`config.mk`:
```
export PLATFORM = sky130hd
export DESIGN_NAME = tx_deviation_lock_config
export DESIGN_NICKNAME = d
export VERILOG_FILES = /design/src/tx_dev_lock_pkg.sv /design/src/tx_deviation_lock_config.sv
export SDC_FILE = /design/constraint.sdc
export NUM_CORES = 1
export LEC_CHECK = 0
export ABC_AREA = 0
export ABC_CLOCK_PERIOD_IN_PS = 10850
export BUFFER_PORTS_ARGS = -buffer_cell sky130_fd_sc_hd__buf_2
export CORE_MARGIN = 1.5
export CORE_UTILIZATION = 60
export DETAILED_ROUTE_END_ITERATION = 10
export GPL_TIMING_DRIVEN = 0
export MAX_ROUTING_LAYER = met4
export PLACE_DENSITY = 0.94
export SYNTH_ARGS = -nofsm -noshare
export SYNTH_HDL_FRONTEND = slang
export SYNTH_SLANG_ARGS = --single-unit
```
`constraint.sdc`:
```
create_clock -name aclk -period 10.85 [get_ports aclk]
set_input_delay 3.255 -clock aclk [delete_from_list [all_inputs] [get_ports aclk]]
set_output_delay 3.255 -clock aclk [all_outputs]
set_load 0.02 [all_outputs]
```
`src/tx_dev_lock_pkg.sv`:
```
package tx_dev_lock_pkg;

  // ****************************************************************
  // Register map (index and byte address)
  // ****************************************************************
  localparam logic [7:0] DEV_IDX    = 8'h0E;
  localparam logic [7:0] LOCK_IDX   = 8'h15;
  localparam logic [7:0] ANA_IDX    = 8'h17;
  localparam logic [7:0] CLKDIV_IDX = 8'h20;
  localparam logic [7:0] STAT_IDX   = 8'h21;
  localparam logic [7:0] DEV_ADDR    = {DEV_IDX[5:0], 2'b00};
  localparam logic [7:0] LOCK_ADDR   = {LOCK_IDX[5:0], 2'b00};
  localparam logic [7:0] ANA_ADDR    = {ANA_IDX[5:0], 2'b00};
  localparam logic [7:0] CLKDIV_ADDR = {CLKDIV_IDX[5:0], 2'b00};
  localparam logic [7:0] STAT_ADDR   = {STAT_IDX[5:0], 2'b00};

  // ****************************************************************
  // Reset values and masks
  // ****************************************************************
  localparam logic [7:0]  DEV_RST     = 8'hE8;
  localparam logic [7:0]  LOCK_RST    = 8'h00;
  localparam logic [7:0]  ANA_RST     = 8'h83;
  localparam logic [7:0]  ANA_MASK    = 8'h9F;
  localparam logic [15:0] CLKDIV_RST  = 16'h0440;
  localparam logic [1:0]  RESP_OKAY   = 2'h0;
  localparam logic [1:0]  RESP_SLVERR = 2'h2;

  // ****************************************************************
  // Field positions
  // ****************************************************************
  localparam int GAUSS_BIT = 7;
  localparam int EXP_HI    = 6;
  localparam int EXP_LO    = 4;
  localparam int MANT_HI   = 3;
  localparam int MANT_LO   = 0;
  localparam int SEL_HI    = 7;
  localparam int SEL_LO    = 4;
  localparam int WIN_BIT   = 3;
  localparam int MODE_BIT  = 2;
  localparam int THR_HI    = 1;
  localparam int THR_LO    = 0;
  localparam int BAND_BIT  = 7;
  localparam int PDL_BIT   = 4;
  localparam int BOOST_BIT = 2;
  localparam int BIAS_HI   = 1;
  localparam int BIAS_LO   = 0;
  localparam int REFD_HI   = 7;
  localparam int REFD_LO   = 5;
  localparam int DIV2_HI   = 1;
  localparam int DIV2_LO   = 0;
  localparam int DIV1_HI   = 15;
  localparam int DIV1_LO   = 8;

  // ****************************************************************
  // Lock pin source codes
  // ****************************************************************
  localparam logic [3:0] SRC_ONE   = 4'h1;
  localparam logic [3:0] SRC_SUST  = 4'h2;
  localparam logic [3:0] SRC_MOM   = 4'h3;
  localparam logic [3:0] SRC_CAL   = 4'h5;
  localparam logic [3:0] SRC_XTAL  = 4'h7;
  localparam logic [3:0] SRC_REF   = 4'h8;
  localparam logic [3:0] SRC_PRE   = 4'hB;
  localparam logic [3:0] SRC_DS    = 4'hC;
  localparam logic [3:0] SRC_SYM   = 4'hD;
  localparam logic [3:0] SRC_OSC   = 4'hE;
  localparam logic [3:0] SRC_PHASE = 4'hF;

  // ****************************************************************
  // Deviation, window and divider constants
  // ****************************************************************
  localparam logic [4:0] SHIFT_LOW  = 5'h10;
  localparam logic [4:0] SHIFT_HIGH = 5'h0F;
  localparam logic [2:0] WIN_NARROW = 3'h2;
  localparam logic [2:0] WIN_WIDE   = 3'h4;
  localparam logic [2:0] GAP_MAX    = 3'h7;
  localparam logic [2:0] BAUD_LAST  = 3'h7;
  localparam logic [9:0] CNT_MAX    = 10'h3FF;

  typedef enum logic [1:0] {
    MEAS_IDLE = 2'b01,
    MEAS_RUN  = 2'b10
  } meas_state_t;

  // Lock threshold per accuracy code
  function automatic logic [9:0] thr_lock(input logic [1:0] sel);
    case (sel)
      2'h0:    thr_lock = 10'h07F;
      2'h1:    thr_lock = 10'h0FF;
      2'h2:    thr_lock = 10'h1FF;
      default: thr_lock = 10'h3FF;
    endcase
  endfunction

  // Unlock threshold per accuracy code
  function automatic logic [9:0] thr_unlock(input logic [1:0] sel);
    case (sel)
      2'h0:    thr_unlock = 10'h06F;
      2'h1:    thr_unlock = 10'h0EF;
      2'h2:    thr_unlock = 10'h1EF;
      default: thr_unlock = 10'h3EF;
    endcase
  endfunction

endpackage

```
`src/tx_deviation_lock_config.sv`:
```
// Decided for this implementation: the AXI4-Lite register port.
`timescale 1ns/10ps
module tx_deviation_lock_config
  import tx_dev_lock_pkg::*;
(
  input  wire logic        aclk,
  input  wire logic        aresetn,
  input  wire logic        awvalid,
  output logic             awready,
  input  wire logic [7:0]  awaddr,
  input  wire logic        wvalid,
  output logic             wready,
  input  wire logic [31:0] wdata,
  input  wire logic [3:0]  wstrb,
  output logic             bvalid,
  input  wire logic        bready,
  output logic [1:0]       bresp,
  input  wire logic        arvalid,
  output logic             arready,
  input  wire logic [7:0]  araddr,
  output logic             rvalid,
  input  wire logic        rready,
  output logic [31:0]      rdata,
  output logic [1:0]       rresp,
  input  wire logic        prescaler_clk_pin,
  input  wire logic        ref_cmp_pin,
  input  wire logic        div_cmp_pin,
  input  wire logic        ds_divider_clock_pin,
  input  wire logic        osc_cal_cmp_pin,
  input  wire logic        cal_done_pin,
  output logic             lock_pin,
  output logic             gauss_shape_en,
  output logic             ook_mode,
  output logic [10:0]      dev_scaled,
  output logic [4:0]       dev_shift,
  output logic             band_choice,
  output logic             detector_delay_long,
  output logic             amp_bias_extra,
  output logic [1:0]       divider_buffer_bias,
  output logic             ref_tick,
  output logic             symbol_tick,
  output logic             baud_tick
);

  // ****************************************************************
  // Register bus state
  // ****************************************************************
  logic [7:0]  dev_r, dev_nxt, lock_r, lock_nxt, ana_r, ana_nxt;
  logic [15:0] clkdiv_r, clkdiv_nxt;
  logic        aw_got_r, aw_got_nxt, w_got_r, w_got_nxt;
  logic [7:0]  waddr_r, waddr_nxt;
  logic [31:0] wdat_r, wdat_nxt;
  logic [3:0]  wstb_r, wstb_nxt;
  logic        awready_r, awready_nxt, wready_r, wready_nxt;
  logic        bvalid_r, bvalid_nxt, arready_r, arready_nxt, rvalid_r, rvalid_nxt;
  logic [1:0]  bresp_r, bresp_nxt, rresp_r, rresp_nxt;
  logic [31:0] rdata_r, rdata_nxt;
  logic [31:0] status_word;

  // Lock detector state, declared early for status reads
  meas_state_t meas_r, meas_nxt;
  logic [2:0]  gap_r, gap_nxt;
  logic [9:0]  cnt_r, cnt_nxt;
  logic        locked_r, locked_nxt, mom_r, mom_nxt;
  logic        cmp_done, in_win;

  assign status_word = {6'h00, cnt_r, 14'h0000, mom_r, locked_r};

  // Write channel capture, register update and read answer
  always_comb begin
    dev_nxt     = dev_r;
    lock_nxt    = lock_r;
    ana_nxt     = ana_r;
    clkdiv_nxt  = clkdiv_r;
    aw_got_nxt  = aw_got_r | (awvalid & awready_r);
    w_got_nxt   = w_got_r | (wvalid & wready_r);
    waddr_nxt   = (awvalid & awready_r) ? awaddr : waddr_r;
    wdat_nxt    = (wvalid & wready_r) ? wdata : wdat_r;
    wstb_nxt    = (wvalid & wready_r) ? wstrb : wstb_r;
    bvalid_nxt  = bvalid_r & ~bready;
    bresp_nxt   = bresp_r;
    rvalid_nxt  = rvalid_r & ~rready;
    rresp_nxt   = rresp_r;
    rdata_nxt   = rdata_r;
    if (aw_got_r && w_got_r && !bvalid_r) begin
      aw_got_nxt = 1'b0;
      w_got_nxt  = 1'b0;
      bvalid_nxt = 1'b1;
      bresp_nxt  = RESP_OKAY;
      if (waddr_r[7:2] == DEV_ADDR[7:2]) begin
        if (wstb_r[0]) dev_nxt = wdat_r[7:0];
      end else if (waddr_r[7:2] == LOCK_ADDR[7:2]) begin
        if (wstb_r[0]) lock_nxt = wdat_r[7:0];
      end else if (waddr_r[7:2] == ANA_ADDR[7:2]) begin
        if (wstb_r[0]) ana_nxt = wdat_r[7:0] & ANA_MASK;
      end else if (waddr_r[7:2] == CLKDIV_ADDR[7:2]) begin
        if (wstb_r[0]) clkdiv_nxt[7:0] = wdat_r[7:0];
        if (wstb_r[1]) clkdiv_nxt[15:8] = wdat_r[15:8];
      end else if (waddr_r[7:2] == STAT_ADDR[7:2]) begin
        bresp_nxt = RESP_OKAY;
      end else begin
        bresp_nxt = RESP_SLVERR;
      end
    end
    if (arvalid && arready_r) begin
      rvalid_nxt = 1'b1;
      rresp_nxt  = RESP_OKAY;
      if (araddr[7:2] == DEV_ADDR[7:2]) begin
        rdata_nxt = {24'h000000, dev_r};
      end else if (araddr[7:2] == LOCK_ADDR[7:2]) begin
        rdata_nxt = {24'h000000, lock_r};
      end else if (araddr[7:2] == ANA_ADDR[7:2]) begin
        rdata_nxt = {24'h000000, ana_r};
      end else if (araddr[7:2] == CLKDIV_ADDR[7:2]) begin
        rdata_nxt = {16'h0000, clkdiv_r};
      end else if (araddr[7:2] == STAT_ADDR[7:2]) begin
        rdata_nxt = status_word;
      end else begin
        rdata_nxt = 32'h00000000;
        rresp_nxt = RESP_SLVERR;
      end
    end
    awready_nxt = ~aw_got_nxt & ~bvalid_nxt;
    wready_nxt  = ~w_got_nxt & ~bvalid_nxt;
    arready_nxt = ~rvalid_nxt;
  end

  // Register bus flops
  always_ff @(posedge aclk) begin
    if (!aresetn) begin
      dev_r     <= DEV_RST;
      lock_r    <= LOCK_RST;
      ana_r     <= ANA_RST;
      clkdiv_r  <= CLKDIV_RST;
      aw_got_r  <= 1'b0;
      w_got_r   <= 1'b0;
      waddr_r   <= 8'h00;
      wdat_r    <= 32'h00000000;
      wstb_r    <= 4'h0;
      awready_r <= 1'b0;
      wready_r  <= 1'b0;
      bvalid_r  <= 1'b0;
      bresp_r   <= RESP_OKAY;
      arready_r <= 1'b0;
      rvalid_r  <= 1'b0;
      rresp_r   <= RESP_OKAY;
      rdata_r   <= 32'h00000000;
    end else begin
      dev_r     <= dev_nxt;
      lock_r    <= lock_nxt;
      ana_r     <= ana_nxt;
      clkdiv_r  <= clkdiv_nxt;
      aw_got_r  <= aw_got_nxt;
      w_got_r   <= w_got_nxt;
      waddr_r   <= waddr_nxt;
      wdat_r    <= wdat_nxt;
      wstb_r    <= wstb_nxt;
      awready_r <= awready_nxt;
      wready_r  <= wready_nxt;
      bvalid_r  <= bvalid_nxt;
      bresp_r   <= bresp_nxt;
      arready_r <= arready_nxt;
      rvalid_r  <= rvalid_nxt;
      rresp_r   <= rresp_nxt;
      rdata_r   <= rdata_nxt;
    end
  end

  assign awready = awready_r;
  assign wready  = wready_r;
  assign bvalid  = bvalid_r;
  assign bresp   = bresp_r;
  assign arready = arready_r;
  assign rvalid  = rvalid_r;
  assign rdata   = rdata_r;
  assign rresp   = rresp_r;

  // ****************************************************************
  // Pin synchronisers and edge detection
  // ****************************************************************
  logic [5:0] sync1_r, sync2_r, prev_r;
  logic       pre_tick, ref_evt, div_evt;

  // Two-flop synchroniser plus history flop for edges
  always_ff @(posedge aclk) begin
    if (!aresetn) begin
      sync1_r <= 6'h00;
      sync2_r <= 6'h00;
      prev_r  <= 6'h00;
    end else begin
      sync1_r <= {cal_done_pin, osc_cal_cmp_pin, ds_divider_clock_pin,
                  div_cmp_pin, ref_cmp_pin, prescaler_clk_pin};
      sync2_r <= sync1_r;
      prev_r  <= sync2_r;
    end
  end

  assign pre_tick = sync2_r[0] & ~prev_r[0];
  assign ref_evt  = sync2_r[1] & ~prev_r[1];
  assign div_evt  = sync2_r[2] & ~prev_r[2];

  // ****************************************************************
  // Lock detector
  // ****************************************************************
  logic [2:0] win_len;
  logic [9:0] lk_thr, ul_thr;

  assign win_len = lock_r[WIN_BIT] ? WIN_WIDE : WIN_NARROW;
  assign lk_thr  = thr_lock(lock_r[THR_HI:THR_LO]);
  assign ul_thr  = thr_unlock(lock_r[THR_HI:THR_LO]);

  // Gap measurement between the two phase edges, then counting
  always_comb begin
    meas_nxt   = meas_r;
    gap_nxt    = gap_r;
    cmp_done   = 1'b0;
    in_win     = 1'b0;
    cnt_nxt    = cnt_r;
    locked_nxt = locked_r;
    mom_nxt    = mom_r;
    case (meas_r)
      MEAS_IDLE: begin
        gap_nxt = 3'h0;
        if (ref_evt && div_evt) begin
          cmp_done = 1'b1;
          in_win   = 1'b1;
        end else if (ref_evt || div_evt) begin
          meas_nxt = MEAS_RUN;
        end
      end
      MEAS_RUN: begin
        if (ref_evt || div_evt) begin
          cmp_done = 1'b1;
          in_win   = (gap_r < win_len);
          meas_nxt = MEAS_IDLE;
        end else if (pre_tick && gap_r != GAP_MAX) begin
          gap_nxt = gap_r + 3'h1;
        end
      end
      default: meas_nxt = MEAS_IDLE;
    endcase
    if (cmp_done) begin
      mom_nxt = in_win;
      if (in_win) begin
        if (cnt_r != CNT_MAX) cnt_nxt = cnt_r + 10'h001;
      end else if (!lock_r[MODE_BIT]) begin
        cnt_nxt = 10'h000;
      end else if (cnt_r != 10'h000) begin
        cnt_nxt = cnt_r - 10'h001;
      end
      if (locked_r) locked_nxt = (cnt_nxt > ul_thr);
      else locked_nxt = (cnt_nxt >= lk_thr);
    end
  end

  // Lock detector flops
  always_ff @(posedge aclk) begin
    if (!aresetn) begin
      meas_r   <= MEAS_IDLE;
      gap_r    <= 3'h0;
      cnt_r    <= 10'h000;
      locked_r <= 1'b0;
      mom_r    <= 1'b0;
    end else begin
      meas_r   <= meas_nxt;
      gap_r    <= gap_nxt;
      cnt_r    <= cnt_nxt;
      locked_r <= locked_nxt;
      mom_r    <= mom_nxt;
    end
  end

  // ****************************************************************
  // Reference, symbol and baud dividers
  // ****************************************************************
  logic [2:0]  ref_cnt_r, ref_cnt_nxt, ref_last;
  logic [10:0] sym_cnt_r, sym_cnt_nxt, sym_last;
  logic [2:0]  baud_cnt_r, baud_cnt_nxt;
  logic        ref_tick_r, ref_tick_nxt, sym_tick_r, sym_tick_nxt;
  logic        baud_tick_r, baud_tick_nxt;
  logic        xtal_tgl_r, ref_tgl_r, sym_tgl_r;
  logic [10:0] div_prod;

  // Code zero is unsupported and falls back to the divide-by-two count
  assign ref_last = (clkdiv_r[REFD_HI:REFD_LO] == 3'h0) ? 3'h1 : clkdiv_r[REFD_HI:REFD_LO];
  assign div_prod = {3'h0, clkdiv_r[DIV1_HI:DIV1_LO]} << clkdiv_r[DIV2_HI:DIV2_LO];
  assign sym_last = (div_prod == 11'h000) ? 11'h000 : div_prod - 11'h001;

  // Divider chain, each stage a one-cycle enable
  always_comb begin
    ref_cnt_nxt   = (ref_cnt_r >= ref_last) ? 3'h0 : ref_cnt_r + 3'h1;
    ref_tick_nxt  = (ref_cnt_r >= ref_last);
    sym_cnt_nxt   = sym_cnt_r;
    sym_tick_nxt  = 1'b0;
    baud_cnt_nxt  = baud_cnt_r;
    baud_tick_nxt = 1'b0;
    if (ref_tick_r) begin
      sym_tick_nxt = (sym_cnt_r >= sym_last);
      sym_cnt_nxt  = sym_tick_nxt ? 11'h000 : sym_cnt_r + 11'h001;
    end
    if (sym_tick_r) begin
      baud_tick_nxt = (baud_cnt_r == BAUD_LAST);
      baud_cnt_nxt  = baud_cnt_r + 3'h1;
    end
  end

  // Divider flops and square-wave toggles for the lock pin
  always_ff @(posedge aclk) begin
    if (!aresetn) begin
      ref_cnt_r   <= 3'h0;
      sym_cnt_r   <= 11'h000;
      baud_cnt_r  <= 3'h0;
      ref_tick_r  <= 1'b0;
      sym_tick_r  <= 1'b0;
      baud_tick_r <= 1'b0;
      xtal_tgl_r  <= 1'b0;
      ref_tgl_r   <= 1'b0;
      sym_tgl_r   <= 1'b0;
    end else begin
      ref_cnt_r   <= ref_cnt_nxt;
      sym_cnt_r   <= sym_cnt_nxt;
      baud_cnt_r  <= baud_cnt_nxt;
      ref_tick_r  <= ref_tick_nxt;
      sym_tick_r  <= sym_tick_nxt;
      baud_tick_r <= baud_tick_nxt;
      xtal_tgl_r  <= ~xtal_tgl_r;
      ref_tgl_r   <= ref_tgl_r ^ ref_tick_r;
      sym_tgl_r   <= sym_tgl_r ^ sym_tick_r;
    end
  end

  assign ref_tick    = ref_tick_r;
  assign symbol_tick = sym_tick_r;
  assign baud_tick   = baud_tick_r;

  // ****************************************************************
  // Lock pin selector and modulation outputs
  // ****************************************************************
  logic        lock_pin_r, lock_pin_nxt, ook_r, ook_nxt;
  logic [10:0] dev_scaled_r, dev_scaled_nxt;
  logic [4:0]  dev_shift_r, dev_shift_nxt;

  // Output selection and deviation terms
  always_comb begin
    case (lock_r[SEL_HI:SEL_LO])
      SRC_ONE:   lock_pin_nxt = 1'b1;
      SRC_SUST:  lock_pin_nxt = ~locked_r;
      SRC_MOM:   lock_pin_nxt = ~mom_r;
      SRC_CAL:   lock_pin_nxt = ~sync2_r[5];
      SRC_XTAL:  lock_pin_nxt = xtal_tgl_r;
      SRC_REF:   lock_pin_nxt = ref_tgl_r;
      SRC_PRE:   lock_pin_nxt = sync2_r[0];
      SRC_DS:    lock_pin_nxt = sync2_r[3];
      SRC_SYM:   lock_pin_nxt = sym_tgl_r;
      SRC_OSC:   lock_pin_nxt = sync2_r[4];
      SRC_PHASE: lock_pin_nxt = sync2_r[1];
      default:   lock_pin_nxt = 1'b0;
    endcase
    ook_nxt        = (dev_r[MANT_HI:MANT_LO] == 4'h0);
    dev_scaled_nxt = {7'h00, dev_r[MANT_HI:MANT_LO]} << dev_r[EXP_HI:EXP_LO];
    dev_shift_nxt  = ana_r[BAND_BIT] ? SHIFT_HIGH : SHIFT_LOW;
  end

  // Output flops
  always_ff @(posedge aclk) begin
    if (!aresetn) begin
      lock_pin_r   <= 1'b0;
      ook_r        <= 1'b0;
      dev_scaled_r <= 11'h000;
      dev_shift_r  <= SHIFT_HIGH;
    end else begin
      lock_pin_r   <= lock_pin_nxt;
      ook_r        <= ook_nxt;
      dev_scaled_r <= dev_scaled_nxt;
      dev_shift_r  <= dev_shift_nxt;
    end
  end

  assign lock_pin            = lock_pin_r;
  assign ook_mode            = ook_r;
  assign dev_scaled          = dev_scaled_r;
  assign dev_shift           = dev_shift_r;
  assign gauss_shape_en      = dev_r[GAUSS_BIT];
  assign band_choice         = ana_r[BAND_BIT];
  assign detector_delay_long = ana_r[PDL_BIT];
  assign amp_bias_extra      = ana_r[BOOST_BIT];
  assign divider_buffer_bias = ana_r[BIAS_HI:BIAS_LO];

  // ****************************************************************
  // Checks
  // ****************************************************************
  ook_select_a: assert property (@(posedge aclk) disable iff (!aresetn)
    $past(aresetn) |-> (ook_mode == ($past(dev_r[MANT_HI:MANT_LO]) == 4'h0)))
    else $error("ook mode does not follow mantissa");
  band_shift_a: assert property (@(posedge aclk) disable iff (!aresetn)
    $past(aresetn) && $past(band_choice) |-> dev_shift == 5'h0F)
    else $error("upper band shift wrong");
  low_shift_a: assert property (@(posedge aclk) disable iff (!aresetn)
    $past(aresetn) && !$past(band_choice) |-> dev_shift == 5'h10)
    else $error("lower band shift wrong");
  pin_const_a: assert property (@(posedge aclk) disable iff (!aresetn)
    lock_r[SEL_HI:SEL_LO] == 4'h1 ##1 lock_r[SEL_HI:SEL_LO] == 4'h1 |-> lock_pin)
    else $error("lock pin constant one wrong");
  pin_sust_a: assert property (@(posedge aclk) disable iff (!aresetn)
    lock_r[SEL_HI:SEL_LO] == 4'h2 |=> lock_pin == !$past(locked_r))
    else $error("lock pin sustained lock wrong");
  cnt_restart_a: assert property (@(posedge aclk) disable iff (!aresetn)
    cmp_done && !in_win && !lock_r[MODE_BIT] |=> cnt_r == 10'h000)
    else $error("restart mode did not clear counter");
  cnt_down_a: assert property (@(posedge aclk) disable iff (!aresetn)
    cmp_done && !in_win && lock_r[MODE_BIT] && cnt_r != 10'h000
      |=> cnt_r == $past(cnt_r) - 10'h001)
    else $error("up/down mode did not decrement");
  lock_declare_a: assert property (@(posedge aclk) disable iff (!aresetn)
    cmp_done && !locked_r && cnt_nxt >= thr_lock(lock_r[THR_HI:THR_LO]) |=> locked_r)
    else $error("lock not declared at threshold");
  win_narrow_a: assert property (@(posedge aclk) disable iff (!aresetn)
    cmp_done && meas_r == MEAS_RUN && !lock_r[WIN_BIT] && gap_r >= 3'h2 |-> !in_win)
    else $error("narrow window accepted wide gap");
  reg_reset_a: assert property (@(posedge aclk)
    !aresetn |=> dev_r == 8'hE8 && lock_r == 8'h00 && ana_r == 8'h83)
    else $error("register reset value wrong");
  write_resp_a: assert property (@(posedge aclk) disable iff (!aresetn)
    aw_got_r && w_got_r && !bvalid_r |=> bvalid)
    else $error("write response not raised");
  resp_hold_a: assert property (@(posedge aclk) disable iff (!aresetn)
    bvalid && !bready |=> bvalid && $stable(bresp))
    else $error("write response dropped before accept");

endmodule

```
# Word level (Yosys, flattened, before mapping)
# Index checks and enable logic that the tools add are counted.
[totals] ff_bits=180 latchBits=0 ramBits=0 mem_bits_ro=0 word_cells=184 n_memories=0
[classes] addsub=7 n_mul=0 div=0 n_lt_le_gt_ge=5 eq_ne=33 shifts=2 mux=45 bitwise=30 n_reduce_logical=23
[ops] operator="$mux 26" n=5
[ops] operator="$pmux 10 s3" n=2
[ops] operator="$mux 10" n=5
[ops] operator="$mux 2" n=13
[ops] operator="$eq 4x4->1 const B" n=6
[ops] operator="$eq 6x5->1 const B" n=4
[ops] operator="$eq 6x6->1 const B" n=4
[ops] operator="$mux 11" n=2
[ops] operator="$not 1->1" n=17
[ops] operator="$eq 6x4->1 const B" n=2
[ops] operator="$mux 3" n=4
[ops] operator="$reduce_and 6->1" n=2
[ops] operator="$add 11x1->11 const B" n=1
[ops] operator="$ge 11x11->1" n=1
[ops] operator="$logic_not 11->1" n=1
[ops] operator="$pmux 1 s11" n=1
[ops] operator="$shl 4x3->11" n=1
[ops] operator="$shl 8x2->11" n=1
[ops] operator="$sub 11x1->11 const B" n=1
[ops] operator="$add 10x1->10 const B" n=1
[ops] operator="$ge 10x10->1" n=1
[ops] operator="$gt 10x10->1" n=1
[ops] operator="$ne 10x10->1 const B" n=1
[ops] operator="$ne 2x2->1 const B" n=5
[ops] operator="32 further kinds" n=63

# Depth between registers and ports, before layout
[logic_depth] depth_word=9 ltp_mapped=18 ltp_nobuf=16

# Worst setup path before layout
# OpenSTA, ideal clock, no wires.
[synth_path] path_type="input port to flip-flop" startpoint="input port araddr[3]" endpoint="register rdata_r[6] (netlist: rdata[6])" setup_ps=70 t_arrival_ps=4486 required_time_ps=10780 slack_ps=6294 cell_stages=6 n_path_buf=1 cell_sequence="nor4_1 > and2_1 > nor2b_1 > clkbuf_1 > a22oi_1 > a21oi_1"
[synth_between] elab_chain_len=5 elab_cells_between_ends=8
[synth_rtl] item="start: declaration" line="tx_deviation_lock_config.sv:20" text="input wire logic [7:0] araddr,"
[synth_rtl] item="$eq 6x6->1" line="tx_deviation_lock_config.sv:114" text="end else if (araddr[7:2] == CLKDIV_ADDR[7:2]) begin"
[synth_rtl] item="$mux 26" line="tx_deviation_lock_config.sv:114"
[synth_rtl] item="$mux 26" line="tx_deviation_lock_config.sv:112" text="end else if (araddr[7:2] == ANA_ADDR[7:2]) begin"
[synth_rtl] item="$mux 26" line="tx_deviation_lock_config.sv:110" text="end else if (araddr[7:2] == LOCK_ADDR[7:2]) begin"
[synth_rtl] item="$mux 26 *" line="tx_deviation_lock_config.sv:108" text="if (araddr[7:2] == DEV_ADDR[7:2]) begin"
[synth_rtl] item="end signal: assignment" line="tx_deviation_lock_config.sv:165" text="rdata_r <= rdata_nxt;"
[synth_rtl] item="end: declaration" line="tx_deviation_lock_config.sv:57" text="logic [31:0] rdata_r, rdata_nxt;"
# Every way passes the cells marked *; elsewhere a longest branch is shown, timed or not.
# A chain may end at the register's enable or synchronous reset.

# Final worst setup path
[layout_path] startpoint="input port araddr[3]" endpoint="register rdata_r[14] (netlist: rdata[14])"
# Same word-level chain as after synthesis.

==> run summary <==
Fillers: 968
vias in the first global route: 7,458
P_leak: 3.96 nW
largest net degree at the start of global routing: 17
Root Buffer: clkbuf_16
Top FF cell, synth: dfxtp_1
core area: 0.0131 mm2
syn avg cell area: 8.41 um2
Yosys reg bits: 167
PortBufs: 101
Clock Skew: 0.0107 ns
Die Ht: 119 um
CP max FO: 10
mux contribution to synthesized area: 0.0827
peak supply drop: 0.123 mV
Synth cell types: 74
Post-Syn Area: 0.00803 mm2
Synth Area in Adders: 0.0452
Reg clk slew, reported paths: 0.07 ns
Seq/Total Area, Yosys: 0.416
asr flop ratio synth: 0
first-pass GRT wire length: 37.1 mm
CP Data Required Time: 11.21 ns
CTS H-tree lvls: 4
nature of the critical path startpoint: input port
vias per inst: 6.15
clock latency reported for the late side of the worst-skew pair: 0.44 ns
hold buffers post-CTS: 0
DRT iter0 DRCs: 801
RSZ-0062 raised after global routing: no
crit share post-route: 0.444
routed len/inst: 18.5 um
Hold WC Path Type: flip-flop to flip-flop
CTS tree: done
Post-Synth Simple-Gate Area: 0.234
Setup CP Type: input port to flip-flop
initial antenna violation count: 0
Longest Clk Path Bufs: 2
layout cells sized above 1: 0.158
final setup violation count: 0
I/O Pins: 133
fin crit period: 4.82 ns
Worst EP arrival: 5.17 ns
synthesis-to-finish area growth: 16.8%
All-Layer GR Usage: 0.344
Post-synth EDFFs: 0
max_slew headroom: 0.315
Max-cap violations: 0
Synth Instances: 955
Die X: 119 um
DR vias: 7,826
Synth warnings: 0
Yosys top cell area share: 0.416
synth cell count leaders: 167 x dfxtp_1, 123 x nor2_1, 121 x nand2_1
run status: complete, no violations
Crit. End Element: flip-flop
Net count, final: 1,176
# rows: 42
Pwr per Cell Area: 148 mW/mm2
antenna viol nets, final: 0
Max Fclk: 0.208 GHz
Total Wirelength: 23.5 mm
hpwl dp: 16.2 mm
initial cell density of the core: 0.612
CTS resizes: 0
area leader, netlist: dfxtp_1
cell with the most instances after synthesis: dfxtp_1
first drt pass iteration count: 6
Total Die Area: 0.0141 mm2
Synth area leaders: dfxtp_1 42%, mux2i_1 6.7%, nor2_1 5.7%
post-synthesis compound-gate area fraction: 0.146
GRT overflow: 0
Sink Count: 167
Slew Limit Fails: 0
Post-CTS Setup Bufs: 0
Post-Synth XOR/XNOR Area: 0.0251
CTS buffer count: 17
Hold Slack: 0.427 ns
setup TNS: 0 ns
Final Hold Viols: 0
worst slew pin tran: 1.02 ns
placer congestion estimate: 0.976
Residual DRC: 0
main combinational cell family by area after synthesis: simple AND/OR/NAND/NOR gates
[where the power goes]
part	switching, mW	internal [mW]	total (mW)
Sequential	0.0166	0.633	0.650
Clock	0.261	0.355	0.616
Combinational	0.0769	0.0435	0.120
Total	0.354	1.03	1.39
[per-layer routing]
metal | share of wire | global-route usage | vias up | routed length [um]
met5 | 0 | - | - | 0
met4 | 0.057 | 0.193 | 0 | 1340
met3 | 0.097 | 0.0627 | 131 | 2280
met2 | 0.47 | 0.551 | 512 | 11000
met1 | 0.38 | 0.409 | 3606 | 8930
li1 | - | - | 3577 | -
[per-stage QoR]
stage / instance area [um2] / total power, mW / cells / setup WS [ns] / util
2_1_floorplan: 8060 / 0.735 / 962 / 6.29 / -
3_3_place_gp: 8790 / 0.771 / 1239 / 5.79 / 0.669
3_5_place_dp: 8790 / 0.777 / 1239 / 5.70 / 0.669
4_1_cts: 9380 / 1.38 / 1271 / 6.11 / 0.714
5_1_grt: 9380 / 1.42 / 1271 / 5.67 / 0.714
6_report: 9390 / 1.39 / 1272 / 6.03 / 0.714
[critical path, stage by stage]
cell and delay [ns]:
buf_2 0.13, nor4_1 0.24, and2_1 0.25, nor2b_1 0.47
clkbuf_1 0.44, nand3_1 0.17, a21oi_1 0.21
[layout make-up]
class                           count  area, um2  area share
Clock inverter                     12        140      0.0149
Buffer                             69        320      0.0341
Timing Repair Buffer              101        505      0.0539
Inverter                           22       82.6     0.00880
Clock buffer                       20        457      0.0487
Antenna cell                        1       2.50    0.000267
Sequential cell                   167       3340       0.356
Multi-Input combinational cell    704       4310       0.460
Tap cell                          176        220      0.0235
[state kept, by name, indices dropped and copies added (netlist names), 2 cells and up]
signal and flops:
gap_r 3, wdat_r 16, rdata 26, dev_scaled 11
prev_r 3, sym_cnt_r 11, sync2_r 6, waddr_r 6
lock_r 8, meas_r 2, baud_cnt_r 3, dev_shift 2
cnt_r 10, dev_r 8, ref_cnt_r 3, ana_r 6
clkdiv_r 16, wstb_r 2, sync1_r 6
[path summary, 6_finish.rpt]
check | startpoint | end | slack (ns) | depth (start not counted)
max reg2reg | clkdiv_r[0] | sym_cnt_r[2] | 6.12 | 16
max | araddr[3] | rdata[14] | 6.03 | 7
min reg2reg | xtal_tgl_r | xtal_tgl_r | 0.43 | 1
min | xtal_tgl_r | xtal_tgl_r | 0.43 | 1
[cells by family (layout without fill, tap and decap cells)]
family / after synthesis / count (layout)
XOR/XNOR: 23 / 23
flip-flops: 167 / 167
adder cells (fa/ha/maj): 29 / 29
multiplexers: 64 / 64
buffers and inverters: 91 / 224
AO/OA/AOI/OAI: 183 / 183
other: 1 / 9
AND/OR/NAND/NOR: 397 / 397
[layout by cell type, fill, tap and decap left out, types with 3 or more instances in the layout]
cell and count:
dfxtp_1 167, nor2_1 123, nand2_1 121, buf_2 105, a21oi_1 71, mux2i_1 54, clkbuf_1 47, nand3_1 34
o21ai_0 31, ha_1 29, inv_1 20, and2_1 20, nor3_1 18, clkbuf_16 17, xor2_1 16, and3_1 15
nand2b_1 13, buf_4 13, a22oi_1 11, nor2b_1 9, a31oi_1 9, a211oi_1 9, mux2_2 9, nand4_1 8
conb_1 8, xnor2_1 7, a21o_1 6, buf_1 5, nor4_1 5, nor3b_1 5, o211ai_1 5, nand3b_1 5
inv_6 5, o22ai_1 4, or3_1 4, a222oi_1 4, a211o_1 3, o221ai_1 3, a2111oi_0 3, clkinv_4 3
No activity file was read; power rests on OpenSTA's default activity.
